[src/include/lppg_pkg.sv]
// lppg_pkg: modes, requests, register map and output bundle of the
// low-power peripheral gating block.
// assumes an 8-bit register port and sixteen gated peripheral clocks.
package lppg_pkg;

  localparam int ADDR_W = 8;
  localparam int DATA_W = 8;
  localparam int NUM_PERIPH = 16;

  // register offsets
  localparam logic [ADDR_W-1:0] OFS_GATE_ONE = 8'h00;
  localparam logic [ADDR_W-1:0] OFS_GATE_TWO = 8'h01;
  localparam logic [ADDR_W-1:0] OFS_SRC_ONE = 8'h02;
  localparam logic [ADDR_W-1:0] OFS_SRC_TWO = 8'h03;
  localparam logic [ADDR_W-1:0] OFS_PWR_CTRL = 8'h04;
  localparam logic [ADDR_W-1:0] OFS_MODE_STAT = 8'h05;

  // clk_source_ctrl_one fields
  localparam int BIT_IREF_STOP = 0;
  localparam int BIT_IREF_CLK = 1;
  // clk_source_ctrl_two fields
  localparam int BIT_EREF_STOP = 0;
  localparam int BIT_EREF_CLK = 1;
  localparam int BIT_BYP_LP = 2;
  // power control fields
  localparam int BIT_LVD_EN = 0;
  localparam int BIT_LV_STOP = 1;
  localparam int BIT_DEEP_STOP = 2;
  // mode status fields
  localparam int STAT_MODE_LSB = 0;
  localparam int STAT_DBG = 3;
  localparam int STAT_SUBST = 4;

  // reset values
  localparam logic [DATA_W-1:0] RST_GATE_ONE = 8'hff;
  localparam logic [DATA_W-1:0] RST_GATE_TWO = 8'hff;
  localparam logic [DATA_W-1:0] RST_SRC_ONE = 8'h02;
  localparam logic [DATA_W-1:0] RST_SRC_TWO = 8'h00;
  localparam logic [DATA_W-1:0] RST_PWR_CTRL = 8'h01;

  typedef enum logic [2:0] {
    MODE_RUN,
    MODE_WAIT,
    MODE_LOWPOWER_RUN,
    MODE_LOWPOWER_WAIT,
    MODE_STANDBY_STOP,
    MODE_PARTIAL_POWERDOWN_STOP
  } lppg_mode_t;

  typedef enum logic [1:0] {
    REQ_WAIT,
    REQ_STOP,
    REQ_LOWPOWER_RUN,
    REQ_RUN
  } lppg_req_t;

  typedef enum logic [1:0] {
    SRC_ON,
    SRC_STANDBY,
    SRC_OFF
  } lppg_src_state_t;

  typedef enum logic [1:0] {
    VREG_FULL,
    VREG_STANDBY,
    VREG_PARTIAL
  } lppg_vreg_state_t;

  typedef struct packed {
    logic [NUM_PERIPH-1:0] periph_clk_en;
    logic cpu_clk_en;
    logic bdm_clk_en;
    lppg_src_state_t ics_state;
    logic xosc_run;
    lppg_vreg_state_t vreg_state;
    logic adc_async_only;
    logic adc_conv_ok;
    logic adc_bandgap_ok;
    logic analog_comparator_bandgap_ok;
    logic pin_hold;
    logic core_power_down;
  } lppg_pwr_out_t;

  function automatic logic is_stop(input lppg_mode_t m);
    return (m == MODE_STANDBY_STOP) || (m == MODE_PARTIAL_POWERDOWN_STOP);
  endfunction : is_stop

  function automatic logic is_lowpower(input lppg_mode_t m);
    return (m == MODE_LOWPOWER_RUN) || (m == MODE_LOWPOWER_WAIT);
  endfunction : is_lowpower

endpackage : lppg_pkg

[src/verilog/lppg_clk_gate.sv]
// lppg_clk_gate: per-peripheral clock enables from the mode and the
// two clock-gating control registers.
// assumes the caller registers the result; purely combinational.
`timescale 1ns/1ns
`default_nettype none
module lppg_clk_gate
  import lppg_pkg::*;
#(
  parameter int N = NUM_PERIPH
) (
  input wire lppg_pkg::lppg_mode_t i_mode,
  input wire logic [N-1:0] i_gate_bits,
  output logic [N-1:0] o_clk_en
);
  import lppg_pkg::*;

  logic stop_now;

  assign stop_now = is_stop(i_mode);

  genvar g;
  generate
    for (g = 0; g < N; g++) begin : g_gate
      // any stop halts every peripheral clock; else the gate bit rules
      assign o_clk_en[g] = !stop_now && i_gate_bits[g];
    end
  endgenerate

endmodule : lppg_clk_gate
`default_nettype wire

[src/verilog/lppg_mode_ctrl.sv]
// lppg_mode_ctrl: power-mode control and peripheral clock gating.
// assumes a synchronous 8-bit register port and one-cycle mode requests
// from the core; all inputs except i_arst_n are synchronous to i_core_clk.
//
// Implementation choices: strobed register access and the address map.
`timescale 1ns/1ns
`default_nettype none
module lppg_mode_ctrl (
  input wire logic i_core_clk,
  input wire logic i_arst_n,
  input wire logic [lppg_pkg::ADDR_W-1:0] i_reg_addr,
  input wire logic [lppg_pkg::DATA_W-1:0] i_reg_wdata,
  input wire logic i_reg_wr,
  input wire logic i_reg_rd,
  output logic [lppg_pkg::DATA_W-1:0] o_reg_rdata,
  input wire logic i_req_valid,
  input wire lppg_pkg::lppg_req_t i_req_kind,
  input wire logic i_wake_irq,
  input wire logic i_reset_pin_low,
  input wire logic i_debug_mode_enable,
  output lppg_pkg::lppg_mode_t o_mode,
  output lppg_pkg::lppg_pwr_out_t o_pwr
);
  import lppg_pkg::*;

  typedef struct packed {
    lppg_mode_t mode;
    logic resume_lp;
    logic subst;
    logic [DATA_W-1:0] gate_one;
    logic [DATA_W-1:0] gate_two;
    logic [DATA_W-1:0] src_one;
    logic [DATA_W-1:0] src_two;
    logic [DATA_W-1:0] pwr_ctrl;
    logic [DATA_W-1:0] rdata;
    lppg_pwr_out_t out;
  } lppg_ctrl_state_t;

  lppg_ctrl_state_t q;
  lppg_ctrl_state_t d;

  logic [NUM_PERIPH-1:0] gate_en;

  // decoded configuration bits
  logic iref_clk;
  logic iref_stop;
  logic eref_clk;
  logic eref_stop;
  logic byp_lp;
  logic lvd_en;
  logic lv_stop;
  logic deep_stop;
  logic dbg;
  logic lp_blocked;
  logic in_stop;
  logic in_lp;
  logic cpu_awake;

  assign iref_clk = q.src_one[BIT_IREF_CLK];
  assign iref_stop = q.src_one[BIT_IREF_STOP];
  assign eref_clk = q.src_two[BIT_EREF_CLK];
  assign eref_stop = q.src_two[BIT_EREF_STOP];
  assign byp_lp = q.src_two[BIT_BYP_LP];
  assign lvd_en = q.pwr_ctrl[BIT_LVD_EN];
  assign lv_stop = q.pwr_ctrl[BIT_LV_STOP];
  assign deep_stop = q.pwr_ctrl[BIT_DEEP_STOP];
  assign dbg = i_debug_mode_enable;

  // debug or low-voltage stop forbid the lighter-power variants
  assign lp_blocked = dbg || lv_stop;

  assign in_stop = is_stop(q.mode);
  assign in_lp = is_lowpower(q.mode);
  assign cpu_awake = (q.mode == MODE_RUN) || (q.mode == MODE_LOWPOWER_RUN);

  lppg_clk_gate #(
    .N(NUM_PERIPH)
  ) u_clk_gate (
    .i_mode(q.mode),
    .i_gate_bits({q.gate_two, q.gate_one}),
    .o_clk_en(gate_en)
  );

  function automatic logic [DATA_W-1:0] read_mux(
    input logic [ADDR_W-1:0] a,
    input lppg_ctrl_state_t s,
    input logic dbg_bit
  );
    logic [DATA_W-1:0] r;
    r = '0;
    case (a)
      OFS_GATE_ONE: r = s.gate_one;
      OFS_GATE_TWO: r = s.gate_two;
      OFS_SRC_ONE: r = s.src_one;
      OFS_SRC_TWO: r = s.src_two;
      OFS_PWR_CTRL: r = s.pwr_ctrl;
      OFS_MODE_STAT: begin
        r[STAT_MODE_LSB +: 3] = s.mode;
        r[STAT_DBG] = dbg_bit;
        r[STAT_SUBST] = s.subst;
      end
      default: r = '0;
    endcase
    return r;
  endfunction : read_mux

  always_comb begin
    d = q;

    // register port: read data only in the cycle after the strobe
    d.rdata = '0;
    if (i_reg_rd) begin
      d.rdata = read_mux(i_reg_addr, q, dbg);
    end

    if (i_reg_wr) begin
      case (i_reg_addr)
        OFS_GATE_ONE: d.gate_one = i_reg_wdata;
        OFS_GATE_TWO: d.gate_two = i_reg_wdata;
        OFS_SRC_ONE: d.src_one = i_reg_wdata;
        OFS_SRC_TWO: d.src_two = i_reg_wdata;
        OFS_PWR_CTRL: d.pwr_ctrl = i_reg_wdata;
        default: d.subst = q.subst;
      endcase
    end

    // mode sequencing
    case (q.mode)
      MODE_RUN: begin
        if (i_req_valid) begin
          case (i_req_kind)
            REQ_WAIT: begin
              d.mode = MODE_WAIT;
              d.subst = 1'b0;
            end
            REQ_STOP: begin
              d.resume_lp = 1'b0;
              if (deep_stop && !lp_blocked) begin
                d.mode = MODE_PARTIAL_POWERDOWN_STOP;
                d.subst = 1'b0;
              end else begin
                d.mode = MODE_STANDBY_STOP;
                d.subst = deep_stop;
              end
            end
            REQ_LOWPOWER_RUN: begin
              // clock source must already be in bypassed low-power mode
              if (lp_blocked) begin
                d.mode = MODE_RUN;
                d.subst = 1'b1;
              end else if (byp_lp) begin
                d.mode = MODE_LOWPOWER_RUN;
                d.subst = 1'b0;
              end else begin
                d.mode = MODE_RUN;
              end
            end
            default: d.mode = MODE_RUN;
          endcase
        end
      end
      MODE_LOWPOWER_RUN: begin
        if (i_req_valid) begin
          case (i_req_kind)
            REQ_WAIT: begin
              if (lp_blocked) begin
                d.mode = MODE_WAIT;
                d.subst = 1'b1;
              end else begin
                d.mode = MODE_LOWPOWER_WAIT;
                d.subst = 1'b0;
              end
            end
            REQ_STOP: begin
              // partial powerdown is not reachable from low-power run
              d.mode = MODE_STANDBY_STOP;
              d.resume_lp = 1'b1;
              d.subst = 1'b0;
            end
            REQ_RUN: d.mode = MODE_RUN;
            default: d.mode = MODE_LOWPOWER_RUN;
          endcase
        end
      end
      MODE_WAIT: begin
        if (i_wake_irq) begin
          d.mode = MODE_RUN;
        end
      end
      MODE_LOWPOWER_WAIT: begin
        if (i_wake_irq) begin
          d.mode = MODE_LOWPOWER_RUN;
        end
      end
      MODE_STANDBY_STOP: begin
        if (i_wake_irq) begin
          d.mode = q.resume_lp ? MODE_LOWPOWER_RUN : MODE_RUN;
          d.resume_lp = 1'b0;
        end
      end
      MODE_PARTIAL_POWERDOWN_STOP: begin
        // interrupts cannot wake this mode, only the reset pin
        if (i_reset_pin_low) begin
          d.mode = MODE_RUN;
        end
      end
      default: d.mode = MODE_RUN;
    endcase

    // power outputs, registered from the present mode
    d.out.periph_clk_en = gate_en;

    d.out.cpu_clk_en = cpu_awake;

    // debug logic keeps its clock in stop; powered down in partial stop
    d.out.bdm_clk_en = dbg && (q.mode != MODE_PARTIAL_POWERDOWN_STOP);

    case (q.mode)
      MODE_PARTIAL_POWERDOWN_STOP: d.out.ics_state = SRC_OFF;
      MODE_STANDBY_STOP: begin
        if (iref_clk && iref_stop) begin
          d.out.ics_state = SRC_ON;
        end else begin
          d.out.ics_state = SRC_STANDBY;
        end
      end
      default: d.out.ics_state = SRC_ON;
    endcase

    if (in_stop) begin
      d.out.xosc_run = eref_clk && eref_stop;
    end else begin
      d.out.xosc_run = eref_clk;
    end

    case (q.mode)
      MODE_PARTIAL_POWERDOWN_STOP: d.out.vreg_state = VREG_PARTIAL;
      MODE_STANDBY_STOP: begin
        d.out.vreg_state = lvd_en ? VREG_FULL : VREG_STANDBY;
      end
      MODE_LOWPOWER_RUN: d.out.vreg_state = VREG_STANDBY;
      MODE_LOWPOWER_WAIT: d.out.vreg_state = VREG_STANDBY;
      default: d.out.vreg_state = VREG_FULL;
    endcase

    // converter: async clock only whenever the bus clock is slow or gone
    d.out.adc_async_only = in_stop || in_lp;
    d.out.adc_conv_ok = (q.mode != MODE_PARTIAL_POWERDOWN_STOP);
    if (in_lp) begin
      d.out.adc_bandgap_ok = 1'b0;
    end else if (q.mode == MODE_STANDBY_STOP) begin
      d.out.adc_bandgap_ok = lvd_en;
    end else begin
      d.out.adc_bandgap_ok = (q.mode != MODE_PARTIAL_POWERDOWN_STOP);
    end

    // comparator reference: without detect the bandgap sleeps in stop
    if (q.mode == MODE_STANDBY_STOP) begin
      d.out.analog_comparator_bandgap_ok = lvd_en;
    end else begin
      d.out.analog_comparator_bandgap_ok = (q.mode != MODE_PARTIAL_POWERDOWN_STOP);
    end

    d.out.pin_hold = (q.mode == MODE_PARTIAL_POWERDOWN_STOP);
    d.out.core_power_down = (q.mode == MODE_PARTIAL_POWERDOWN_STOP);
  end

  always_ff @(posedge i_core_clk or negedge i_arst_n) begin
    if (!i_arst_n) begin
      q <= '0;
      q.gate_one <= RST_GATE_ONE;
      q.gate_two <= RST_GATE_TWO;
      q.src_one <= RST_SRC_ONE;
      q.src_two <= RST_SRC_TWO;
      q.pwr_ctrl <= RST_PWR_CTRL;
      q.out.periph_clk_en <= {RST_GATE_TWO, RST_GATE_ONE};
      q.out.cpu_clk_en <= 1'b1;
      q.out.adc_conv_ok <= 1'b1;
      q.out.adc_bandgap_ok <= 1'b1;
      q.out.analog_comparator_bandgap_ok <= 1'b1;
    end else begin
      q <= d;
    end
  end

  assign o_reg_rdata = q.rdata;
  assign o_mode = q.mode;
  assign o_pwr = q.out;

endmodule : lppg_mode_ctrl
`default_nettype wire

[config.mk]
export PLATFORM = sky130hd
export DESIGN_NAME = lppg_mode_ctrl
export DESIGN_NICKNAME = d
export VERILOG_FILES = /design/src/include/lppg_pkg.sv /design/src/verilog/lppg_clk_gate.sv /design/src/verilog/lppg_mode_ctrl.sv
export SDC_FILE = /design/constraint.sdc
export NUM_CORES = 1
export LEC_CHECK = 0
export BUFFER_PORTS_ARGS = -buffer_cell sky130_fd_sc_hd__buf_2
export CAP_MARGIN = 20
export CORE_UTILIZATION = 58
export CTS_BUF_LIST = sky130_fd_sc_hd__clkbuf_8
export DETAILED_ROUTE_END_ITERATION = 10
export PLACE_DENSITY_LB_ADDON = 0.25
export SYNTH_ARGS = -nofsm -noshare
export SYNTH_HDL_FRONTEND = slang
export SYNTH_HIERARCHICAL = 1
export SYNTH_SLANG_ARGS = --single-unit
[constraint.sdc]
create_clock -name i_core_clk -period 2.22 [get_ports i_core_clk]
set_input_delay 0.111 -clock i_core_clk [delete_from_list [all_inputs] [get_ports i_core_clk]]
set_output_delay 0.111 -clock i_core_clk [all_outputs]
set_load 0.005 [all_outputs]
==> out/qor.txt <==
Crit. End Element - register
Largest net degree at the start of global routing - 79
Violated checks - DRC
Vias per cell - 5.438
Register Area - 2074 sq um
Synth area leader - dfrtp_1
Sequential share of the synthesized area - 53.07%
Antenna-violating nets left - 0
Max Fclk - 0.5919 GHz
Post-synth top area share - 27.53%
CP delay by family, top - simple AND/OR/NAND/NOR gates
Multi-input gate area - 1444 sq um
EDFF count, synth - 0
Setup TNS - 0 ns
Total Routing Usage GR - 21.50%
Initial DRT Pass Iterations - 7
Ys flop type - dfrtp_1
Synth area leaders - dfrtp_1 (28%), dfstp_2 (26%), mux2_2 (12%)
Period utilization - 76.10%
Max Cap Violations - 0
Clock tree root driver cell - clkbuf_8
Initial Util - 60.86%
Vias in the first global route - 2,206
CP required - 2.45 ns
Die Wd - 84.09 microns
Fillers - 506
Util after Layout - 67.43%
H-tree depth - 3
Final Setup Violations - 0
CTS tree - built
Setup Skew - 0.01019 ns
Synthesized area per cell - 13.07 sq um
DIE AREA - 7071 sq um
Bufs on Longest Clock Path - 2
Area of the mapped netlist - 3909 sq um
WP buf/inv - 2
Hpwl dp - 4920 microns
Post-Syn Nets - 334
Layout Nets - 373
Worst vdd ir - 0.0003968 V
Wirelength per Cell - 16.78 microns
Clk Latency, worst-skew pair - 0.35 ns
DRC viols - 16
CP cell instances - buf_2 > or3_4 > or4_1 > nor3b_4 > buf_4 > mux2_2
TritonCTS buffer count - 9
Pins Over Slew Limit - 0
Post-synthesis async set-or-reset flop share - 100.0%
Min-Delay Path Class - input pin to register
DRT Wirelength - 7049 microns
Std-Cell Rows - 29
GPL Wtd Cong - 0.8412
Core area - 6422 sq um
Hold Fails Final Rpt - 0
Post-CTS Setup Inserts - 0
Via count - 2,284
Die Ht - 84.09 microns
Synth warnings - 6
Global route overflow - 0
Slowest cell delay on critical path - 0.57 ns
Slew @ Worst Pin - 0.9337 ns
Antenna Cells - 0
Clock slew at reported path FFs - 0.09 ns
Distinct cells, synth - 47
Slowest-stage cell, CP - or4_1
Slew HR - 37.75%
Boundary Pins - 66
P_leak - 2.114 nW
Kind of critical path - input pin to register
Crit start category - input pin
Unrepaired setup endpoints after global routing - no
Yosys reg bits - 81
Status - finished, violations left
Iter 0 DRT Violations - 91
Cell count after synthesis - 299
Crit path DAT - 1.92 ns
Sinks on Clock Net - 81
Min Tclk post-route - 1.689 ns
Pwr/cell area - 823.0 nW/um^2
First-pass GRT wire length - 11,370 microns
Initial antenna violation count - 0
Port Buffers - 65
Layout cell share with drive strength beyond 1 - 59.18%
Largest fanout on the critical path - 8
Area grow syn2layout - 10.79%
[cell families (layout without fill, tap and decap cells)]
logic type | after synthesis | in the layout | synth area share [%]
fa+ha+maj | 9 | 9 | 2.881
flops | 81 | 81 | 53.07
simple gates | 66 | 66 | 11.33
mux | 57 | 57 | 18.47
compound gates | 25 | 25 | 4.258
buf+inv | 61 | 105 | 9.987
[per-layer routing]
metal | vias to the layer above | routed length, microns | track usage [%] | share of wire, %
li1 | 1067 | - | - | -
met1 | 1147 | 3103 | 28.66 | 44
met2 | 66 | 3578 | 35.47 | 51
met3 | 4 | 331 | 5.242 | 4.7
met4 | 0 | 34 | 5.643 | 0.48
met5 | - | 0 | 0 | 0
[metrics by stage]
stage | setup WS [ns] | instance area (sq um) | instances | total power, mW | hold slack, ns
floorplan | 0.3610 | 3909 | 299 | 2.203 | -0.1846
global placement | 0.2164 | 4078 | 403 | 2.299 | 0.3100
detailed placement | 0.1798 | 4078 | 403 | 2.318 | 0.3109
CTS | 0.5373 | 4330 | 420 | 3.587 | 0.04370
global route | 0.4907 | 4330 | 420 | 3.723 | 0.05018
finish | 0.5305 | 4330 | 420 | 3.564 | 0.05123
[synthesized netlist by cell type (5+ instances only)]
master	count
nor2_1	14
nand3_1	5
inv_1	10
nand2_1	8
mux4_2	8
ha_1	9
mux2i_1	8
dfrtp_1	43
and2_2	6
buf_4	40
and2_4	10
mux2_2	40
clkbuf_1	6
a21oi_1	8
dfstp_2	38
[sequential cells by signal, indices dropped and copies added (netlist names), 3 cells and up]
name,count
o_pwr,28
o_mode,3
q,34
o_reg_rdata,8
[repair_timing]
| item | CTS | global route |
|---|---|---|
| resized for setup | 0 | 0 |
| hold buffers | 1 | 0 |
| endpoints found under the setup margin | 0 | 0 |
| endpoints found under the hold margin | 43 | 0 |
[report_power, final]
group          switching (mW)  total, mW  internal (mW)
clock                   0.522       1.27          0.749
combinational           0.281      0.535          0.254
sequential              0.111       1.76           1.65
[area by class of cell]
class,count,share of cell area [%]
tap,77,2.225
clock buffer,9,2.860
timing repair buffer,79,10.05
clock inverter,7,2.745
sequential,81,47.91
multi-input combinational,157,33.34
inverter,10,0.8668
[layout by cell type, fill, tap and decap left out, drive strengths merged, types with 2 or more instances in the layout]
cell	synthesis	final
nor3b	3	3
or2	2	2
o21ai	2	2
inv	10	12
o2bb2ai	3	3
nand4b	2	2
bufinv	0	3
and2	17	17
dfrtp	43	43
clkbuf	6	9
o31ai	3	3
nor3	2	2
a21oi	8	8
mux2i	8	8
nand3	5	5
nor2	14	14
a31oi	2	2
dfstp	38	38
mux2	41	41
mux4	8	8
nand2b	4	4
buf	45	78
or3	2	2
ha	9	9
nor2b	2	2
nand2	8	8
[path summary, 6_finish.rpt]
path / start / to / slack, ns / depth (start not counted)
worst min register to register: q[59] / q[59] / 0.49 / 1
worst min-delay path: i_reg_wdata[7] / q[60] / 0.05 / 2
worst max-delay path: i_reg_addr[3] / q[55] / 0.53 / 6
max in group asynchronous: i_arst_n / o_pwr[25] / 1.06 / 3
worst max register to register: o_mode[2] / q[77] / 0.70 / 4
min in group asynchronous: i_arst_n / deep_stop / 0.44 / 2
Note: power is estimated with default switching activity, not from simulation.
